===== config.mk =====
export PLATFORM = sky130hd
export DESIGN_NAME = alu_ops_core
export DESIGN_NICKNAME = d
export VERILOG_FILES = /design/src/core/alu_ops_pkg.sv /design/src/core/alu_ops_core.sv
export SDC_FILE = /design/constraint.sdc
export NUM_CORES = 1
export LEC_CHECK = 0
export BUFFER_PORTS_ARGS = -buffer_cell sky130_fd_sc_hd__buf_4
export CORE_ASPECT_RATIO = 0.5
export CORE_MARGIN = 2
export CORE_UTILIZATION = 58
export DETAILED_ROUTE_END_ITERATION = 12
export PLACE_DENSITY = 0.9
export SLEW_MARGIN = 0
export SYNTH_ARGS = -nofsm -noshare
export SYNTH_HDL_FRONTEND = slang
export SYNTH_SLANG_ARGS = --single-unit
export TNS_END_PERCENT = 20

===== constraint.sdc =====
create_clock -name core_clk_in -period 5.39 [get_ports core_clk_in]
set_clock_uncertainty 0.2 [all_clocks]
set_input_delay 0.539 -clock core_clk_in [delete_from_list [all_inputs] [get_ports core_clk_in]]
set_output_delay 0.539 -clock core_clk_in [all_outputs]
set_load 0.02 [all_outputs]

===== src/core/alu_ops_pkg.sv =====
// constants, register map and encodings for the return, rotate and logic op executor
package alu_ops_pkg;

    // ======================================================================
    // apb register map (byte addresses)
    localparam logic [7:0] REG_INSTR  = 8'h00;
    localparam logic [7:0] REG_ACC    = 8'h04;
    localparam logic [7:0] REG_STATUS = 8'h08;

    // ======================================================================
    // status register fields
    localparam int STAT_C    = 0;
    localparam int STAT_DC   = 1;
    localparam int STAT_Z    = 2;
    localparam int STAT_BUSY = 8;
    localparam int STAT_BAD  = 9;

    // ======================================================================
    // instruction word layout
    localparam int INSTR_W  = 14;
    localparam int DEST_BIT = 7;
    localparam logic [1:0]  CLASS_FILE    = 2'h0;
    localparam logic [1:0]  CLASS_LIT     = 2'h3;
    localparam logic [1:0]  LIT_RET_SUB   = 2'h1;
    localparam logic [3:0]  FOP_SUB       = 4'h2;
    localparam logic [3:0]  FOP_XOR       = 4'h6;
    localparam logic [3:0]  FOP_RRF       = 4'hc;
    localparam logic [3:0]  FOP_RLF       = 4'hd;
    localparam logic [3:0]  FOP_SWAP      = 4'he;
    localparam logic [3:0]  LOP_XOR       = 4'ha;
    localparam logic [13:0] OPC_RETURN    = 14'h0008;
    localparam logic [10:0] OPC_DIR_HIGH  = 11'h00c;
    localparam logic [2:0]  DIR_SEL_MIN   = 3'h5;
    localparam logic [2:0]  DIR_SEL_MAX   = 3'h7;

    // ======================================================================
    // reset values
    localparam logic [7:0]  ACC_RST   = 8'h00;
    localparam logic [13:0] INSTR_RST = 14'h0000;

    // ======================================================================
    // quarter phases of one instruction cycle
    typedef enum logic [3:0] {
        PH_Q1 = 4'b0001,
        PH_Q2 = 4'b0010,
        PH_Q3 = 4'b0100,
        PH_Q4 = 4'b1000
    } phase_e;

    // execution state
    typedef enum logic [2:0] {
        EX_IDLE = 3'b001,
        EX_RUN  = 3'b010,
        EX_WAIT = 3'b100
    } exec_e;

    // decoded operation
    typedef enum logic [9:0] {
        OP_NONE   = 10'b00_0000_0001,
        OP_RETLIT = 10'b00_0000_0010,
        OP_RETURN = 10'b00_0000_0100,
        OP_RLF    = 10'b00_0000_1000,
        OP_RRF    = 10'b00_0001_0000,
        OP_SUB    = 10'b00_0010_0000,
        OP_SWAP   = 10'b00_0100_0000,
        OP_DIR    = 10'b00_1000_0000,
        OP_XORLIT = 10'b01_0000_0000,
        OP_XORF   = 10'b10_0000_0000
    } op_e;

endpackage


===== src/core/alu_ops_core.sv =====
// executor for literal/subroutine return, rotates, subtract, swap, direction load, xor
// Behaviour
// - literal return loads accumulator, pops, two cycles
// - literal return acts in Q4, second cycle idle
// - subroutine return pops into pc, two cycles
// - rotate left through carry, only carry changes
// - rotate right through carry, only carry changes
// - dest bit 0 accumulator, 1 file
// - subtract file minus accumulator, sets three flags
// - carry set unless negative; zero only for zero
// - swap nibbles into destination, flags untouched
// - direction load copies accumulator, selector five-seven
// - xor literal into accumulator, zero flag updated
// - xor file with accumulator, zero flag updated
`timescale 1ns/1ps
module alu_ops_core #(
    parameter int PC_W = 13
) (
    // clock and reset
    input  wire logic                       core_clk_in,
    input  wire logic                       arst_n_in,
    // apb slave
    input  wire logic                       psel_in,
    input  wire logic                       penable_in,
    input  wire logic                       pwrite_in,
    input  wire logic [7:0]                 paddr_in,
    input  wire logic [31:0]                pwdata_in,
    output logic [31:0]                     prdata_out,
    output logic                            pready_out,
    output logic                            pslverr_out,
    // file register port
    output logic [6:0]                      file_addr_out,
    output logic                            file_rd_en_out,
    input  wire logic [7:0]                 file_rd_data_in,
    output logic                            file_wr_en_out,
    output logic [7:0]                      file_wr_data_out,
    // direction register port
    output logic                            dir_wr_en_out,
    output logic [2:0]                      dir_sel_out,
    output logic [7:0]                      dir_data_out,
    // stack and program counter
    input  wire logic [PC_W-1:0]            stack_head_in,
    output logic                            stack_pop_out,
    output logic                            pc_load_out,
    output logic [PC_W-1:0]                 pc_value_out,
    // phase
    output alu_ops_pkg::phase_e             phase_out
);
    import alu_ops_pkg::*;

    // ======================================================================
    // state
    phase_e                 phase_r;
    exec_e                  state_r;
    op_e                    op_r;
    logic [INSTR_W-1:0]     instr_r;
    logic                   pending_r;
    logic                   bad_r;
    logic [7:0]             acc_r;
    logic                   flag_c_r;
    logic                   flag_dc_r;
    logic                   flag_z_r;
    logic [7:0]             opnd_r;
    logic [7:0]             result_r;
    logic                   res_c_r;
    logic                   res_dc_r;
    logic                   res_z_r;
    logic                   to_acc_r;
    logic [31:0]            prdata_r;
    logic                   busy;
    logic                   run_q;
    logic                   apb_wr;
    logic                   mapped;
    logic                   instr_refused;
    logic [8:0]             diff_full;
    logic [4:0]             diff_low;
    logic [7:0]             res_nxt;
    logic                   c_nxt;
    logic                   dc_nxt;

    // ======================================================================
    // decode of an instruction word
    function automatic op_e decode(input logic [INSTR_W-1:0] w);
        op_e o;
        o = OP_NONE;
        if (w == OPC_RETURN) begin
            o = OP_RETURN;
        end else if (w[13:3] == OPC_DIR_HIGH && w[2:0] >= DIR_SEL_MIN) begin
            o = OP_DIR;
        end else if (w[13:12] == CLASS_LIT && w[11:10] == LIT_RET_SUB) begin
            o = OP_RETLIT;
        end else if (w[13:12] == CLASS_LIT && w[11:8] == LOP_XOR) begin
            o = OP_XORLIT;
        end else if (w[13:12] == CLASS_FILE) begin
            case (w[11:8])
                FOP_SUB:  o = OP_SUB;
                FOP_XOR:  o = OP_XORF;
                FOP_RRF:  o = OP_RRF;
                FOP_RLF:  o = OP_RLF;
                FOP_SWAP: o = OP_SWAP;
                default:  o = OP_NONE;
            endcase
        end
        return o;
    endfunction

    // ======================================================================
    // apb decode
    assign apb_wr        = psel_in && penable_in && pwrite_in;
    assign mapped        = (paddr_in == REG_INSTR) || (paddr_in == REG_ACC)
                           || (paddr_in == REG_STATUS);
    assign busy          = pending_r || (state_r != EX_IDLE);
    assign instr_refused = pwrite_in && (paddr_in == REG_INSTR) && busy;
    assign pready_out    = 1'b1;
    assign pslverr_out   = psel_in && penable_in && (!mapped || instr_refused);
    assign prdata_out    = prdata_r;

    // read data captured in the setup cycle
    always_ff @(posedge core_clk_in or negedge arst_n_in) begin
        if (!arst_n_in) begin
            prdata_r <= 32'h0000_0000;
        end else if (psel_in && !penable_in && !pwrite_in) begin
            prdata_r <= 32'h0000_0000;
            case (paddr_in)
                REG_INSTR:  prdata_r[INSTR_W-1:0] <= instr_r;
                REG_ACC:    prdata_r[7:0] <= acc_r;
                REG_STATUS: begin
                    prdata_r[STAT_C]    <= flag_c_r;
                    prdata_r[STAT_DC]   <= flag_dc_r;
                    prdata_r[STAT_Z]    <= flag_z_r;
                    prdata_r[STAT_BUSY] <= busy;
                    prdata_r[STAT_BAD]  <= bad_r;
                end
                default:    prdata_r <= 32'h0000_0000;
            endcase
        end
    end

    // ======================================================================
    // free running quarter phase sequencer
    always_ff @(posedge core_clk_in or negedge arst_n_in) begin
        if (!arst_n_in) begin
            phase_r <= PH_Q1;
        end else begin
            case (phase_r)
                PH_Q1:   phase_r <= PH_Q2;
                PH_Q2:   phase_r <= PH_Q3;
                PH_Q3:   phase_r <= PH_Q4;
                PH_Q4:   phase_r <= PH_Q1;
                default: phase_r <= PH_Q1;
            endcase
        end
    end
    assign phase_out = phase_r;

    // ======================================================================
    // instruction intake and execution state
    always_ff @(posedge core_clk_in or negedge arst_n_in) begin
        if (!arst_n_in) begin
            instr_r   <= INSTR_RST;
            pending_r <= 1'b0;
            state_r   <= EX_IDLE;
        end else begin
            if (apb_wr && paddr_in == REG_INSTR && !busy) begin
                instr_r   <= pwdata_in[INSTR_W-1:0];
                pending_r <= 1'b1;
            end
            case (state_r)
                EX_IDLE: if (pending_r && phase_r == PH_Q4) begin
                    state_r   <= EX_RUN;
                    pending_r <= 1'b0;
                end
                EX_RUN: if (phase_r == PH_Q4) begin
                    // returns spend a second cycle of no-operation phases
                    if (op_r == OP_RETLIT || op_r == OP_RETURN) begin
                        state_r <= EX_WAIT;
                    end else begin
                        state_r <= EX_IDLE;
                    end
                end
                EX_WAIT: if (phase_r == PH_Q4) begin
                    state_r <= EX_IDLE;
                end
                default: state_r <= EX_IDLE;
            endcase
        end
    end
    assign run_q = (state_r == EX_RUN);

    // ======================================================================
    // q1 decode and q2 operand read
    always_ff @(posedge core_clk_in or negedge arst_n_in) begin
        if (!arst_n_in) begin
            op_r           <= OP_NONE;
            bad_r          <= 1'b0;
            opnd_r         <= 8'h00;
            file_addr_out  <= 7'h00;
            file_rd_en_out <= 1'b0;
        end else begin
            file_rd_en_out <= 1'b0;
            if (run_q && phase_r == PH_Q1) begin
                op_r           <= decode(instr_r);
                bad_r          <= (decode(instr_r) == OP_NONE);
                file_addr_out  <= instr_r[6:0];
                file_rd_en_out <= 1'b1;
            end
            if (run_q && phase_r == PH_Q2) begin
                opnd_r <= file_rd_data_in;
            end
        end
    end

    // ======================================================================
    // q3 processing: arithmetic and logic results
    assign diff_full = {1'b0, opnd_r} - {1'b0, acc_r};
    assign diff_low  = {1'b0, opnd_r[3:0]} - {1'b0, acc_r[3:0]};

    always_comb begin
        res_nxt = opnd_r;
        c_nxt   = flag_c_r;
        dc_nxt  = flag_dc_r;
        case (op_r)
            OP_RETLIT: res_nxt = instr_r[7:0];
            OP_RLF: begin
                res_nxt = {opnd_r[6:0], flag_c_r};
                c_nxt   = opnd_r[7];
            end
            OP_RRF: begin
                res_nxt = {flag_c_r, opnd_r[7:1]};
                c_nxt   = opnd_r[0];
            end
            OP_SUB: begin
                res_nxt = diff_full[7:0];
                c_nxt   = !diff_full[8];
                dc_nxt  = !diff_low[4];
            end
            OP_SWAP:   res_nxt = {opnd_r[3:0], opnd_r[7:4]};
            OP_DIR:    res_nxt = acc_r;
            OP_XORLIT: res_nxt = acc_r ^ instr_r[7:0];
            OP_XORF:   res_nxt = acc_r ^ opnd_r;
            default:   res_nxt = opnd_r;
        endcase
    end

    // results held for the write phase, strobes stand during q4
    always_ff @(posedge core_clk_in or negedge arst_n_in) begin
        if (!arst_n_in) begin
            result_r         <= 8'h00;
            res_c_r          <= 1'b0;
            res_dc_r         <= 1'b0;
            res_z_r          <= 1'b0;
            to_acc_r         <= 1'b0;
            file_wr_en_out   <= 1'b0;
            file_wr_data_out <= 8'h00;
            dir_wr_en_out    <= 1'b0;
            dir_sel_out      <= 3'h0;
            dir_data_out     <= 8'h00;
            stack_pop_out    <= 1'b0;
            pc_load_out      <= 1'b0;
            pc_value_out     <= '0;
        end else begin
            file_wr_en_out <= 1'b0;
            dir_wr_en_out  <= 1'b0;
            stack_pop_out  <= 1'b0;
            pc_load_out    <= 1'b0;
            to_acc_r       <= 1'b0;
            if (run_q && phase_r == PH_Q3) begin
                result_r         <= res_nxt;
                res_c_r          <= c_nxt;
                res_dc_r         <= dc_nxt;
                res_z_r          <= (res_nxt == 8'h00);
                file_wr_data_out <= res_nxt;
                case (op_r)
                    OP_RLF, OP_RRF, OP_SUB, OP_SWAP, OP_XORF: begin
                        file_wr_en_out <= instr_r[DEST_BIT];
                        to_acc_r       <= !instr_r[DEST_BIT];
                    end
                    OP_RETLIT, OP_XORLIT: to_acc_r <= 1'b1;
                    OP_DIR: begin
                        dir_wr_en_out <= 1'b1;
                        dir_sel_out   <= instr_r[2:0];
                        dir_data_out  <= acc_r;
                    end
                    default: to_acc_r <= 1'b0;
                endcase
                if (op_r == OP_RETLIT || op_r == OP_RETURN) begin
                    stack_pop_out <= 1'b1;
                    pc_load_out   <= 1'b1;
                    pc_value_out  <= stack_head_in;
                end
            end
        end
    end

    // ======================================================================
    // q4 commit of accumulator and flags; core wins over a same-edge apb write
    always_ff @(posedge core_clk_in or negedge arst_n_in) begin
        if (!arst_n_in) begin
            acc_r     <= ACC_RST;
            flag_c_r  <= 1'b0;
            flag_dc_r <= 1'b0;
            flag_z_r  <= 1'b0;
        end else if (run_q && phase_r == PH_Q4) begin
            if (to_acc_r) begin
                acc_r <= result_r;
            end
            if (op_r == OP_RLF || op_r == OP_RRF || op_r == OP_SUB) begin
                flag_c_r <= res_c_r;
            end
            if (op_r == OP_SUB) begin
                flag_dc_r <= res_dc_r;
            end
            if (op_r == OP_SUB || op_r == OP_XORLIT || op_r == OP_XORF) begin
                flag_z_r <= res_z_r;
            end
        end else if (apb_wr && paddr_in == REG_ACC) begin
            acc_r <= pwdata_in[7:0];
        end else if (apb_wr && paddr_in == REG_STATUS) begin
            flag_c_r  <= pwdata_in[STAT_C];
            flag_dc_r <= pwdata_in[STAT_DC];
            flag_z_r  <= pwdata_in[STAT_Z];
        end
    end
endmodule


# Word-level counts from Yosys, hierarchy flattened
# Index checks and enable logic that the tools add are counted.
[word_totals] register_bits=113 input_bits=66 out_inout_bits=82 word_cells=164
[classes] n_addsub=2 order_cmp=1 eq_ne=38 mux=47 bitwise_logic=2 reduce_logical=49
[op_table] cell="$pmux W8 S8" count=1
[op_table] cell="$mux W10" count=6
[op_table] cell="$pmux W10 S5" count=1
[op_table] cell="$mux W1" count=24
[op_table] cell="$mux W8" count=3
[op_table] cell="$eq A4 B4 Y1 const B" count=5
[op_table] cell="$logic_and A1 B1 Y1" count=19
[op_table] cell="$pmux W3 S3" count=2
[op_table] cell="$logic_not A8 Y1" count=2
[op_table] cell="$xor A8 B8 Y8" count=2
[op_table] cell="$eq A14 B4 Y1 const B" count=1
[op_table] cell="$mux W3" count=4
[op_table] cell="$pmux W4 S3" count=1
[op_table] cell="$reduce_and A3 Y1" count=4
[op_table] cell="$eq A11 B4 Y1 const B" count=1
[op_table] cell="$eq A10 B1 Y1 const B" count=1
[op_table] cell="$eq A10 B10 Y1 const B" count=1
[op_table] cell="$eq A10 B2 Y1 const B" count=1
[op_table] cell="$eq A10 B3 Y1 const B" count=1
[op_table] cell="$eq A10 B4 Y1 const B" count=1
[op_table] cell="$eq A10 B5 Y1 const B" count=1
[op_table] cell="$eq A10 B6 Y1 const B" count=1
[op_table] cell="$eq A10 B7 Y1 const B" count=1
[op_table] cell="$eq A10 B8 Y1 const B" count=1
[op_table] cell="29 further kinds" count=54

# Logic depth before layout (Yosys ltp)
# Gate-level depths: netlist of the first run.
[logic_depth] word_depth=9 depth_mapped=11 mapped_depth_nobuf=11

# Least setup slack after synthesis of the first run
# No wires, ideal clock.
[synth_timing] kind="reg2reg" start="reg opnd_r[0]" end="reg res_z_r" setup_time_ns=0.076 arrival_ns=2.515 path_slack_ns=2.598 stages_incl_launch_ff=12 cell_sequence="dfrtp_1 > inv_1 > ha_1 > fa_1 > nand2b_1 > a32o_1 > a222oi_1 > o311ai_1 > or2_1 > a211oi_2 > o2111ai_1 > o21ai_1"
[synth_via] elab_chain_len=3
[synth_rtl] item="from (decl)" line_no="alu_ops_core.sv:63" rtl="logic [7:0] opnd_r;"
[synth_rtl] item="from (signal assigned)" line_no="alu_ops_core.sv:208" rtl="opnd_r <= file_rd_data_in;"
[synth_rtl] item="$sub A8 B8 Y9 / $xor A8 B8 Y8 (equally long branches)" line_no="alu_ops_core.sv:215, alu_ops_core.sv:240"
[synth_rtl] item="$pmux W8 S8 (*)" line_no="alu_ops_core.sv:222" rtl="case (op_r)"
[synth_rtl] item="$logic_not A8 Y1 (*)" line_no="alu_ops_core.sv:271" rtl="res_z_r <= (res_nxt == 8'h00);"
[synth_rtl] item="to (signal assigned)" line_no="alu_ops_core.sv:271"
[synth_rtl] item="to (decl)" line_no="alu_ops_core.sv:67" rtl="logic res_z_r;"
# Mark *: on every way between the ends. The rest lies on a longest branch, timed or not.
# A chain may end at the register's enable or synchronous reset.

# Final worst setup path of the first run
[layout_timing] start="reg acc_r[0]" end="reg res_z_r"
[layout_via] elab_chain_len=3
[layout_rtl] item="from (decl)" line_no="alu_ops_core.sv:59" rtl="logic [7:0] acc_r;"
[layout_rtl] item="from (signal assigned)" line_no="alu_ops_core.sv:305" rtl="acc_r <= result_r;"
[layout_rtl] item="from (signal assigned)" line_no="alu_ops_core.sv:317" rtl="acc_r <= pwdata_in[7:0];"
[layout_rtl] item="$sub A8 B8 Y9 (tied with other cells)" line_no="alu_ops_core.sv:215" rtl="assign diff_full = {1'b0, opnd_r} - {1'b0, acc_r};"
[layout_rtl] item="$pmux W8 S8 (*)" line_no="alu_ops_core.sv:222"
[layout_rtl] item="$logic_not A8 Y1 (*)" line_no="alu_ops_core.sv:271"
# Marks and branches as above.

==> impl_results.rst, run 1 <==
.. list-table::
   :header-rows: 1

   * - Metric
     - Value
   * - Synth Register Bits
     - 113
   * - Number of detailed-route iterations in the first pass
     - 6
   * - Clock Power Share
     - 0.556
   * - Synthesized area per cell
     - roughly 10 um2
   * - Count of clock tree sinks
     - about 110
   * - Count of flip-flops with a built-in enable after synthesis
     - 0
   * - Worst flop-to-flop path startpoint
     - acc_r[0]
   * - Global placer's final weighted congestion
     - 0.961
   * - HPWL after detailed placement
     - approximately 13 mm
   * - Main combinational cell family by area after synthesis
     - simple AND/OR/NAND/NOR gates
   * - Simple-gate share of the synthesized area
     - 0.182
   * - Area of the die
     - around 12000 um2
   * - Share of synthesized flip-flops with an asynchronous set or reset
     - 1.00
   * - Final wirelength
     - 18.8 mm
   * - Clock buffers created by TritonCTS
     - 17
   * - Clk_lat worst skew
     - between 0.4 and 0.5 ns
   * - Number of core rows
     - 26
   * - Minimum clock period
     - 3.51 ns
   * - Slowest CP cell
     - dfrtp_1
   * - Pre-CTS WS
     - 1.96 ns
   * - Number of distinct library cell variants in the gate-level netlist after synthesis
     - 70
   * - # port buffers
     - 110
   * - Clock tree from TritonCTS
     - done
   * - Fraction of final layout cells with drive strength greater than 1
     - 0.288
   * - Worst R2R Path Depth
     - 10
   * - Yosys warnings
     - 0
   * - Total negative slack for setup checks
     - 0 ns
   * - Post-route ant nets
     - 0
   * - Global-route usage over all layers
     - 0.338
   * - Critical path required time
     - 5.53 ns
   * - Worst VDD drop
     - 0.234 mV
   * - Sequential group share of total power
     - 0.390
   * - Start-to-end type of the worst setup path
     - flop to flop
   * - Initial DRC Count
     - between 800 and 900
   * - Vias after detailed routing
     - about 5500
   * - Mapped cell area
     - approximately 6000 um2
   * - Depth of the CTS H-tree
     - 4
   * - Cell chosen for the clock root
     - clkbuf_16
   * - Largest net degree at the start of global routing
     - 65
   * - Combinational power share
     - 0.055
   * - Share of synthesized cell area in full adder, half adder and majority cells
     - 0.0215
   * - Finished layout cell area
     - 7640 um2
   * - Switching share of power
     - 0.218
   * - Number of fill cells in the layout
     - 685
   * - Final Hold Violating Endpoints
     - 0
   * - Post-layout power
     - 0.00226 W
   * - Kind of end point of the critical path
     - flop
   * - Boundary pin count
     - approximately 150
   * - Count of endpoints failing setup in the final report
     - 0
   * - Outcome
     - complete, no violations
   * - Number of instances in the synthesized netlist
     - ~610
   * - Critical Path AT
     - 3.65 ns
   * - Relative slew margins
     - 0.264
   * - Hold_sp
     - stack_head_in[7]
   * - Antenna violations before repair
     - 0
   * - Average wire length per cell after detail routing
     - ~22 um
   * - Maximum fanout along the worst path
     - 8
   * - Class of the worst hold path
     - input port to flop
   * - RSZ-0062 raised after global routing
     - false
   * - Cell area after placement
     - 6980 um2
   * - Compound-gate portion of the synthesized area
     - 0.137
   * - Cells along the critical path
     - ha_1 -> fa_1 -> nand2b_1 -> a32o_1 -> a222oi_1 -> o311ai_1 -> or2_1 -> a211oi_2 -> o2111ai_1 -> o21ai_1
   * - Biggest cell delay along the critical path
     - 0.55 ns
   * - Vias/cell
     - 6.31
   * - FF-to-FF setup slack
     - between 1.5 and 2 ns
   * - Family of cells with the greatest summed delay on the critical path
     - compound AO/OA/AOI/OAI gates
   * - Number of nets at the end of the flow
     - 791
   * - First-pass GRT wire length
     - between 20 and 30 mm
   * - Number of cells traversed by the worst hold path
     - 2
   * - Fraction of the yosys area taken by sequential cells
     - 0.460
   * - Achievable frequency
     - 285 MHz
   * - Total buffers and inverters traversed by the critical path
     - 0
   * - Area growth from synthesis to layout
     - 24.0%
   * - Final setup slack of the worst path
     - 1.88 ns
   * - Die height
     - 76.9 um
   * - Fraction of synthesized cell area in xor and xnor cells
     - 0.0213
   * - Fraction of synthesized area in multiplexers
     - 0.123
   * - Clock-pin slew of the registers on the worst-case setup and hold paths
     - 0.06 ns
   * - Area used by multi-input combinational logic
     - 3060 um2
   * - Number of gates given a new drive strength after cts
     - 0
   * - Area taken by flip-flops and latches
     - between 2000 and 3000 um2
   * - Hold worst-path end
     - pc_value_out[7]
   * - Max-slew violations
     - 0
   * - Main flop type after synthesis
     - dfrtp_1
   * - Diode count
     - 0
   * - Net load switching power
     - between 0.0004 and 0.0005 W
   * - Core region area
     - 10300 um2
   * - PwrDens
     - around 300 nW/um2
   * - Terminus of the critical flop-to-flop path
     - res_z_r
   * - Cell-internal power
     - about 0.0018 W
   * - Startpoint type of the worst setup path
     - flop
   * - Residual DRC
     - 0
   * - Fin Hold WS
     - 0.149 ns
   * - Worst Max-Slew Pin Slew
     - 1.10 ns
   * - Leak Pwr
     - 3.57 nW
   * - Vias in the first global route
     - 5255
   * - Final critical-path share of the clock period
     - 0.651
   * - Starting density of the core
     - 0.599
   * - Number of buffers between clock root and the deepest sink
     - 2
   * - Gr ovfl total
     - 0
   * - Max cap viols
     - 0
   * - Die extent in x
     - 150 um
[cells in the final DEF, fill, tap and decap left out, types with 6 or more instances in the layout]
cell and n:
nor3_1 12, inv_1 15, nand2_1 93, dfrtp_1 110
xnor2_1 9, nand3_1 8, mux2i_1 18, a222oi_1 8
clkbuf_16 17, o21ai_0 41, mux2_2 50, nor2b_1 10
xor2_1 6, nand2b_1 6, nor4b_1 7, buf_4 113
o31ai_1 8, conb_1 19, a21oi_1 15, o2111ai_1 7
a22oi_1 6, nor2_1 33, nor4_1 7, ha_1 9
[final cells by class]
| cell class | count | area share |
|---|---|---|
| Clock buffer | 23 | 0.0625 |
| Clock inverter | 9 | 0.0232 |
| Inverter | 16 | 0.00786 |
| Multi-Input combinational cell | 453 | 0.401 |
| Sequential cell | 113 | 0.370 |
| Tap cell | 140 | 0.0229 |
| Timing Repair Buffer | 114 | 0.112 |
[worst reg2reg max path, cell delays in order, from the launching register on]
cell and delay (ns):
dfrtp_1 0.55, ha_1 0.30, fa_1 0.39, nand2b_1 0.23, a32o_1 0.28, a222oi_1 0.36, o311ai_1 0.23, or2_1 0.31
a211oi_2 0.26, o2111ai_1 0.17, o21ai_1 0.15
[kinds of logic (layout without fill, tap and decap cells)]
kind of cell	after synthesis	count (layout)
compound gates	123	123
xor+xnor	15	15
fa+ha+maj	10	10
buf+inv	62	162
flops	113	113
mux	69	69
other cells	2	19
simple gates	217	217
[power by group through the flow]
stage          clock network (W)  registers, W  logic [W]
2_1_floorplan                  0      0.000886  0.0000674
3_3_place_gp                   0      0.000892   0.000117
3_5_place_dp                   0      0.000892   0.000121
4_1_cts                  0.00126      0.000878   0.000124
5_1_grt                  0.00130      0.000879   0.000136
6_report                 0.00125      0.000880   0.000124
[through the flow]
| stage | utilization | cells |
|---|---|---|
| after CTS | 0.743 | 868 |
| after global placement | 0.679 | 835 |
| after detailed placement | 0.679 | 835 |
| after global routing | 0.743 | 868 |
| after floorplan | - | 628 |
| final | 0.743 | 868 |
[state kept, by name (all words and copies together), names as in the netlist, 3 cells and up]
register       cells
dir_sel_out        3
opnd_r             8
result_r           8
instr_r           14
pc_value_out      13
acc_r              8
file_addr_out      7
phase_out          4
prdata_out        14
dir_data_out       8
state_r            3
op_r              10
[cell usage after synthesis, drive strengths merged (5+ instances only)]
cell type	n	area, um2
xor2	6	52.6
o22ai	5	31.3
a31oi	5	31.3
and3	5	31.3
a22oi	6	45.0
o31ai	8	60.1
o21ai	44	220
nand3	8	40.0
xnor2	9	78.8
inv	15	56.3
mux2i	18	180
a211oi	6	50.1
mux2	51	578
nor4b	8	85.1
buf	32	219
a21oi	15	75.1
nor3	13	70.1
nor4	10	90.1
nor2	33	124
nor2b	10	62.6
dfrtp	110	2750
a222oi	8	80.1
nand4	5	31.3
clkbuf	14	52.6
ha	9	113
nand2	93	349
o2111ai	7	61.3
nand2b	6	37.5
[per-layer routing]
layer,part of all wire,up-vias,global-route usage
li1,-,2398,-
met1,0.43,2669,0.486
met2,0.43,358,0.500
met3,0.11,50,0.0935
met4,0.025,0,0.0991
met5,0,-,0
[worst max path at each step]
stage / from / endpoint / slack [ns] / cells after the start
detailed placement: paddr_in[5] / instr_r[4] / 1.96 / 6
finish: acc_r[0] / res_z_r / 1.88 / 10
global route: state_r[1] / pc_value_out[10] / 1.77 / 4
floorplan: opnd_r[0] / res_z_r / 2.60 / 11
CTS: acc_r[0] / res_z_r / 2.01 / 10
global placement: paddr_in[5] / instr_r[4] / 2.10 / 6
[repair_timing]
item                                   CTS  global route
hold buffers                             1             0
setup buffers                            0             0
endpoints found under the hold margin   47             0
Power figures use the tool's default switching activity.
==> run 2: changes to the inputs <==
- ABC_AREA: default -> 1
- CORE_UTILIZATION: 58 -> 49
- PLACE_DENSITY: 0.9 -> 0.82
- clock period: 5.39 -> 3 ns (I/O delays scaled with it)
==> run 2 against run 1 <==
Effect of this change: routed wire length up 10%; critical path depth fell by 2; synthesized area increased by 3.0%; clock-buffer cell count fell by 4; highest routed layer unchanged.
==> impl_results.rst, run 2 <==
.. list-table::
   :header-rows: 1

   * - Metric
     - Value
   * - Vias after detailed routing
     - 6376 (was 5475)
   * - Largest net degree at the start of global routing
     - 53 (was 65)
   * - Post-route ant nets
     - 0 (unchanged)
   * - Count of endpoints failing setup in the final report
     - 0 (unchanged)
   * - Number of distinct library cell variants in the gate-level netlist after synthesis
     - 43 (was 70)
   * - Die height
     - 84.5 um (was 76.9 um)
   * - Biggest cell delay along the critical path
     - 0.54 ns (was 0.55 ns)
   * - Total negative slack for setup checks
     - 0 ns (unchanged)
   * - Number of fill cells in the layout
     - 1058 (was 685)
   * - Mapped cell area
     - 6350 um2 (was 6160 um2)
   * - Area taken by flip-flops and latches
     - 2830 um2 (unchanged)
   * - Top cells by area in the synthesized netlist
     - dfrtp_1 (43%), nand2_1 (13%), nand3_1 (5.9%) (was dfrtp_1 (45%), mux2_2 (9.1%), nand2_1 (5.7%))
   * - Area used by multi-input combinational logic
     - 3010 um2 (was 3060 um2)
   * - HPWL after detailed placement
     - 15.2 mm (was 13.0 mm)
   * - Number of instances in the synthesized netlist
     - 815 (was 611)
   * - Number of detailed-route iterations in the first pass
     - 6 (unchanged)
   * - Outcome
     - complete, no violations (unchanged)
   * - RSZ-0062 raised after global routing
     - false (unchanged)
   * - Fin util
     - 0.657 (was 0.743)
   * - Area of the die
     - 13900 um2 (was 11500 um2)
   * - Main combinational cell family by area after synthesis
     - simple AND/OR/NAND/NOR gates (unchanged)
   * - Count of clock tree sinks
     - 113 (unchanged)
   * - Core region area
     - 12700 um2 (was 10300 um2)
   * - Share of synthesized flip-flops with an asynchronous set or reset
     - 1.00 (unchanged)
   * - Max cap viols
     - 0 (unchanged)
   * - Crit-path most repeated cell
     - inv_1
   * - Global-route usage over all layers
     - 0.307 (was 0.338)
   * - Main flop type after synthesis
     - dfrtp_1 (unchanged)
   * - Slowest CP cell
     - dfstp_2 (was dfrtp_1)
   * - Minimum clock period
     - 2.72 ns
   * - Kind of end point of the critical path
     - output port (was flop)
   * - Family of cells with the greatest summed delay on the critical path
     - simple AND/OR/NAND/NOR gates (was compound AO/OA/AOI/OAI gates)
   * - Max-slew violations
     - 0 (unchanged)
   * - Clk_lat worst skew
     - 0.41 ns (was 0.42 ns)
   * - Residual DRC
     - 0 (unchanged)
   * - Gr ovfl total
     - 0 (unchanged)
   * - Global placer's final weighted congestion
     - 1.03 (was 0.961)
   * - Start-to-end type of the worst setup path
     - flop to output port (was flop to flop)
   * - Cell types with the highest counts after synthesis
     - nand2_1 (215), dfrtp_1 (110), inv_1 (86) (was dfrtp_1 (110), nand2_1 (93), mux2_2 (50))
   * - Vias in the first global route
     - 5983 (was 5255)
   * - Die extent in x
     - 165 um (was 150 um)
   * - Most frequent cells in the layout
     - nand2_1 (215), buf_4 (124), dfrtp_1 (110) (was buf_4 (113), dfrtp_1 (110), nand2_1 (93))
   * - Achievable frequency
     - 367 MHz
   * - Boundary pin count
     - 148 (unchanged)
   * - Antenna violations before repair
     - 0 (unchanged)
   * - Leak Pwr
     - 4.14 nW (was 3.57 nW)
   * - Clock-pin slew of the registers on the worst-case setup and hold paths
     - 0.06 ns (about the same)
   * - Critical Path AT
     - 2.22 ns (was 3.65 ns)
   * - Startpoint type of the worst setup path
     - flop (unchanged)
   * - Compound-gate portion of the synthesized area
     - 0.112 (was 0.137)
   * - Fraction of the yosys area taken by sequential cells
     - 0.446 (was 0.460)
   * - Number of core rows
     - 29 (was 26)
   * - Yosys warnings
     - 0 (unchanged)
   * - Count leader, synth
     - nand2_1 (was dfrtp_1)
   * - Count of flip-flops with a built-in enable after synthesis
     - 0 (unchanged)
   * - Hold_sp
     - pwdata_in[3] (was stack_head_in[7])
   * - Fraction of synthesized area in multiplexers
     - 0.0231 (was 0.123)
   * - Initial DRC Count
     - 644 (was 823)
   * - Area growth from synthesis to layout
     - 31.1% (was 24.0%)
   * - Number of nets at the end of the flow
     - 1051 (was 791)
   * - Synthesized area per cell
     - 7.79 um2 (was 10.1 um2)
   * - Final critical-path share of the clock period
     - 0.908
   * - Diode count
     - 0 (unchanged)
   * - Number of buffers between clock root and the deepest sink
     - 2 (unchanged)
   * - Clock tree from TritonCTS
     - done (unchanged)
   * - Fraction of synthesized cell area in xor and xnor cells
     - 0.00138 (was 0.0213)
   * - Starting density of the core
     - 0.501 (was 0.599)
   * - Final Hold Violating Endpoints
     - 0 (unchanged)
   * - Critical path required time
     - 2.50 ns (was 5.53 ns)
   * - Cell chosen for the clock root
     - clkbuf_16 (unchanged)
   * - Cells along the critical path
     - inv_1 -> nor3_1 -> inv_1 -> nor2_1 -> inv_1 -> nand3_1 -> a21oi_1 -> buf_4 (was ha_1 -> fa_1 -> nand2b_1 -> a32o_1 -> a222oi_1 -> o311ai_1 -> or2_1 -> a211oi_2 -> o2111ai_1 -> o21ai_1)
   * - Fraction of final layout cells with drive strength greater than 1
     - 0.205 (was 0.288)
   * - Simple-gate share of the synthesized area
     - 0.306 (was 0.182)
   * - Worst VDD drop
     - 0.408 mV (was 0.234 mV)
   * - Final wirelength
     - 20.7 mm (was 18.8 mm)
   * - Start point of the critical path
     - state_r[0] (was acc_r[0])
   * - Maximum fanout along the worst path
     - 5 (was 8)
   * - Cell type contributing the most total cell area after synthesis
     - dfrtp_1 (unchanged)
   * - PwrDens
     - 757 nW/um2 (was 296 nW/um2)
   * - Class of the worst hold path
     - input port to flop (unchanged)
   * - Clock buffers created by TritonCTS
     - 17 (unchanged)
   * - Relative slew margins
     - 0.559 (was 0.264)
   * - Yosys top cell area share
     - 0.434 (was 0.447)
   * - Total buffers and inverters traversed by the critical path
     - 4 (was 0)
   * - Depth of the CTS H-tree
     - 4 (unchanged)
   * - Worst Max-Slew Pin Slew
     - 0.662 ns (was 1.10 ns)
   * - Share of synthesized cell area in full adder, half adder and majority cells
     - 0.0209 (was 0.0215)
   * - Synth Register Bits
     - 113 (unchanged)
   * - Vias/cell
     - 5.51 (was 6.31)
   * - # port buffers
     - 110 (unchanged)
   * - Worst flop-to-flop path startpoint
     - opnd_r[0] (was acc_r[0])
   * - Commonest non-fill, non-tap cell in the layout
     - nand2_1 (was buf_4)
   * - Average wire length per cell after detail routing
     - 17.9 um (was 21.7 um)
   * - First-pass GRT wire length
     - 32.3 mm (was 29.2 mm)
-- run 2: cell count changes in the layout (fill, tap and decap cells not counted), moves of 20 or more --
cell,before,now
dlygate4sd3_1,1,35
inv_1,15,86
mux2_2,50,13
nand2_1,93,215
nand3_1,8,75
nor2_1,33,74
o21ai_0,41,61
-- run 2: through the flow --
| stage | power (W) | area (um2) | setup WS (ns) | cells | hold WS [ns] |
|---|---|---|---|---|---|
| after global routing | 0.00660 | 8320 | 0.110 | 1158 | 0.00931 |
| after detailed placement | 0.00406 | 7340 | 0.446 | 1091 | 0.179 |
| after CTS | 0.00624 | 8320 | 0.358 | 1158 | 0.00102 |
| after global placement | 0.00402 | 7340 | 0.489 | 1091 | 0.167 |
| final | 0.00630 | 8320 | 0.277 | 1158 | 0.0154 |
| after floorplan | 0.00328 | 6410 | 0.787 | 832 | -0.196 |
-- run 2: cells by family (layout without fill, tap and decap cells) --
family | after synthesis | after routing
AND/OR/NAND/NOR | 424 | 424
buffers and inverters | 126 | 282
XOR/XNOR | 1 | 1
flip-flops | 113 | 113
AO/OA/AOI/OAI | 126 | 126
other | 2 | 19
adder cells (fa/ha/maj) | 10 | 10
multiplexers | 13 | 13
-- run 2: path summary, 6_finish.rpt --
check / end / slack [ns] / cells after the start
worst max-delay path: pslverr_out / 0.28 / 8
worst min-delay path: instr_r[3] / 0.02 / 3
worst max register to register: res_z_r / 0.35 / 15
worst min register to register: pc_value_out[6] / 0.27 / 2
max in group asynchronous: op_r[0] / 1.59 / 3
min in group asynchronous: phase_out[2] / 0.27 / 2
-- run 2: worst register-to-register path, stage by stage, from the launching register on --
cell      delay, ns
dfrtp_1        0.50
inv_1          0.11
ha_1           0.20
fa_1           0.41
nand3b_1       0.18
nand2_1        0.18
nand2_1        0.07
nand2_1        0.07
nor2_1         0.04
a21oi_1        0.12
nand3_1        0.11
nand2_1        0.10
nand2_1        0.07
nor2_1         0.09
nand3_1        0.08
nand2_1        0.06
-- run 2: cell type report --
type / instances / area share
Multi-Input combinational cell: 593 / 0.362
Clock buffer: 19 / 0.0532
Sequential cell: 113 / 0.340
Inverter: 90 / 0.0407
Clock inverter: 13 / 0.0221
Timing Repair Buffer: 160 / 0.156
Tap cell: 170 / 0.0256
-- run 2: what timing repair did --
item / in CTS / in global routing
setup buffers: 0 / 0
hold buffers: 35 / 0
gates resized for setup: 0 / 0
hold endpoints to repair: 85 / 0
-- run 2: per-layer routing --
layer  track usage  part of all wire
met5             0                 0
met4        0.0814             0.014
met3         0.104              0.13
met2         0.457              0.43
met1         0.430              0.43
-- run 2: report_power, final --
| group | leakage [nW] | internal [W] | total, W | switching (W) |
|---|---|---|---|---|
| combinational | 2.44 | 0.000727 | 0.00204 | 0.00132 |
| clock | 0.300 | 0.00141 | 0.00215 | 0.000739 |
| sequential | 1.41 | 0.00179 | 0.00210 | 0.000308 |
==> run 3: changes to the inputs <==
- CORE_UTILIZATION: 49 -> 51
- CTS_BUF_LIST: default -> sky130_fd_sc_hd__clkbuf_8
- PLACE_DENSITY: 0.82 -> 0.84
- REMOVE_ABC_BUFFERS: default -> 1
- clock period: 3 -> 2.3 ns (I/O delays scaled with it)
==> run 3 against run 2 <==
Effect of this change: the run now ends with negative setup slack left; first-iteration DRC count grew 17%; core utilization up 8.1 points; worst setup slack got worse by 0.34 ns; total power rose by 28%; non-clock buffer count rose by 72; combinational power grew 68%; cell area rose by 6.3%; highest routed layer is now met5.
==> impl_results.rst, run 3 (same netlist as run 2, synthesis figures left out) <==
.. list-table::
   :header-rows: 1

   * - Metric
     - Value
   * - Area used by multi-input combinational logic
     - 3160 um2 (was 3010 um2)
   * - Global-route usage over all layers
     - 0.336 (was 0.307)
   * - Vias after detailed routing
     - 6902 (was 6376)
   * - Clk_lat worst skew
     - 0.44 ns (was 0.41 ns)
   * - Fin Hold WS
     - 0.0465 ns (was 0.0154 ns)
   * - Final wirelength
     - 22.6 mm (was 20.7 mm)
   * - RSZ-0062 raised after global routing
     - true (was false)
   * - Worst R2R Path Depth
     - 14 (was 15)
   * - Average wire length per cell after detail routing
     - 18.4 um (was 17.9 um)
   * - Boundary pin count
     - 148 (unchanged)
   * - Critical path required time
     - 2.48 ns (was 2.50 ns)
   * - Fin util
     - 0.738 (was 0.657)
   * - Clock buffers created by TritonCTS
     - 17 (unchanged)
   * - Clock-pin slew of the registers on the worst-case setup and hold paths
     - 0.09 ns (was 0.06 ns)
   * - Area of the die
     - 13400 um2 (was 13900 um2)
   * - Startpoint type of the worst setup path
     - flop (unchanged)
   * - Number of buffers between clock root and the deepest sink
     - 2 (unchanged)
   * - Achievable frequency
     - 424 MHz
   * - Clock tree from TritonCTS
     - done (unchanged)
   * - Largest net degree at the start of global routing
     - 44 (was 53)
   * - Global placer's final weighted congestion
     - 1.01 (was 1.03)
   * - Finished layout cell area
     - 8850 um2 (was 8320 um2)
   * - Most frequent cells in the layout
     - nand2_1 (206), buf_4 (192), dfrtp_1 (108) (was nand2_1 (215), buf_4 (124), dfrtp_1 (110))
   * - Commonest non-fill, non-tap cell in the layout
     - nand2_1 (unchanged)
   * - Area taken by flip-flops and latches
     - 2830 um2 (about the same)
   * - Fraction of final layout cells with drive strength greater than 1
     - 0.300 (was 0.205)
   * - Cell chosen for the clock root
     - clkbuf_8 (was clkbuf_16)
   * - Minimum clock period
     - 2.36 ns
   * - Worst Max-Slew Pin Slew
     - 0.549 ns (was 0.662 ns)
   * - Max-slew violations
     - 0 (unchanged)
   * - Final Hold Violating Endpoints
     - 0 (unchanged)
   * - Post-route ant nets
     - 0 (unchanged)
   * - Start-to-end type of the worst setup path
     - flop to flop (was flop to output port)
   * - Class of the worst hold path
     - input port to flop (unchanged)
   * - Max cap viols
     - 0 (unchanged)
   * - Number of fill cells in the layout
     - 876 (was 1058)
   * - Number of core rows
     - 28 (was 29)
   * - Gr ovfl total
     - 0 (unchanged)
   * - Relative slew margins
     - 0.630 (was 0.559)
   * - Antenna violations before repair
     - 2 (was 0)
   * - Worst VDD drop
     - 0.507 mV (was 0.408 mV)
   * - # port buffers
     - 110 (unchanged)
   * - Die extent in x
     - 162 um (was 165 um)
   * - Outcome
     - finished, violations left (was complete, no violations)
   * - Starting density of the core
     - 0.530 (was 0.501)
   * - Count of endpoints failing setup in the final report
     - 2 (was 0)
   * - Number of cells traversed by the worst hold path
     - 5 (was 3)
   * - Count of clock tree sinks
     - 113 (unchanged)
   * - Pre-CTS WS
     - -0.0345 ns (was 0.446 ns)
   * - Depth of the CTS H-tree
     - 4 (unchanged)
   * - First-pass GRT wire length
     - 34.5 mm (was 32.3 mm)
   * - Number of detailed-route iterations in the first pass
     - 7 (was 6)
   * - Final critical-path share of the clock period
     - 1.03
   * - HPWL after detailed placement
     - 16.0 mm (was 15.2 mm)
   * - Number of nets at the end of the flow
     - 1124 (was 1051)
   * - Residual DRC
     - 0 (unchanged)
   * - Violations in the final reports
     - negative setup slack
   * - Maximum fanout along the worst path
     - 6 (was 5)
   * - PwrDens
     - 913 nW/um2 (was 757 nW/um2)
   * - Kind of end point of the critical path
     - flop (was output port)
   * - Cell area after placement
     - 7750 um2 (was 7340 um2)
   * - Vias/cell
     - 5.63 (was 5.51)
   * - Critical Path AT
     - 2.54 ns (was 2.22 ns)
   * - Vias in the first global route
     - 6471 (was 5983)
   * - Initial DRC Count
     - 754 (was 644)
   * - Die height
     - 82.9 um (was 84.5 um)
   * - Final setup slack of the worst path
     - -0.0606 ns (was 0.277 ns)
   * - Core region area
     - 12000 um2 (was 12700 um2)
   * - Leak Pwr
     - 4.41 nW (was 4.14 nW)
   * - Area growth from synthesis to layout
     - 39.4% (was 31.1%)
==> run 3: cell types whose count changed in the layout (fill, tap and decap cells not counted), moves of 9 or more <==
cell / delta
clkbuf_16: -17
nand2_2: +9
clkbuf_8: +16
inv_2: +9
inv_1: -11
buf_4: +68
nor2_1: -12
nand2_1: -9
==> run 3: worst paths after layout <==
kind	slack, ns	end	startpoint
setup / recovery	-0.06	res_z_r	op_r[8]
hold / removal	0.05	prdata_out[12]	penable_in
setup reg to reg	-0.06	res_z_r	op_r[8]
hold reg to reg	0.28	pc_value_out[11]	pc_value_out[11]
max in group asynchronous	1.14	state_r[0]	arst_n_in
min in group asynchronous	0.08	prdata_out[12]	arst_n_in
==> run 3: stage by stage <==
| step | TNS, ns | total power, W | instances |
|---|---|---|---|
| 3_3_place_gp | -0.0125 | 0.00548 | 1137 |
| 2_1_floorplan | 0 | 0.00423 | 796 |
| 3_5_place_dp | -0.0475 | 0.00554 | 1137 |
| 5_1_grt | -1.01 | 0.00848 | 1226 |
| 6_report | -0.0639 | 0.00808 | 1227 |
| 4_1_cts | -0.0445 | 0.00768 | 1207 |
==> run 3: critical path, stage by stage (launching register included) <==
cell	delay [ns]
dfrtp_1	0.43
nor2_4	0.23
buf_4	0.16
nand2_1	0.04
nor2_1	0.12
nand3_1	0.18
nand3_1	0.12
inv_1	0.04
nand2_1	0.15
nand3_1	0.13
nand2_2	0.11
nand2_1	0.08
nor2_2	0.13
nand3_1	0.10
nand2_1	0.08
==> run 3: cell type report <==
class,count,area share
clock buffers,17,0.0264
well taps,165,0.0233
flip-flops and latches,113,0.320
repair inverters,1,0.000849
repair buffers,232,0.212
diodes,1,0.000283
multi-input cells,593,0.358
inverters,90,0.0390
clock inverters,15,0.0206
==> run 3: per-layer routing <==
| layer | global-route usage | wire [um] | vias to the layer above |
|---|---|---|---|
| met5 | 0 | 26 | - |
| met4 | 0.126 | 753 | 4 |
| met3 | 0.118 | 3040 | 88 |
| met2 | 0.493 | 9510 | 452 |
| met1 | 0.460 | 9230 | 3233 |
| li1 | - | - | 3125 |
==> run 3: report_power, final <==
| part | internal (W) | leakage (nW) | total [W] | switching [W] |
|---|---|---|---|---|
| registers | 0.00233 | 1.41 | 0.00261 | 0.000280 |
| clock network | 0.00102 | 0.211 | 0.00204 | 0.00102 |
| logic | 0.00138 | 2.79 | 0.00343 | 0.00204 |
| total | 0.00473 | 4.41 | 0.00808 | 0.00335 |
==> run 3: timing repair <==
action	CTS	global route
pin swaps	2	25
resized for setup	8	50
hold buffers	37	0
setup endpoints to repair	8	35
endpoints found under the hold margin	155	0
gates cloned	0	1
buffers inserted	1	18
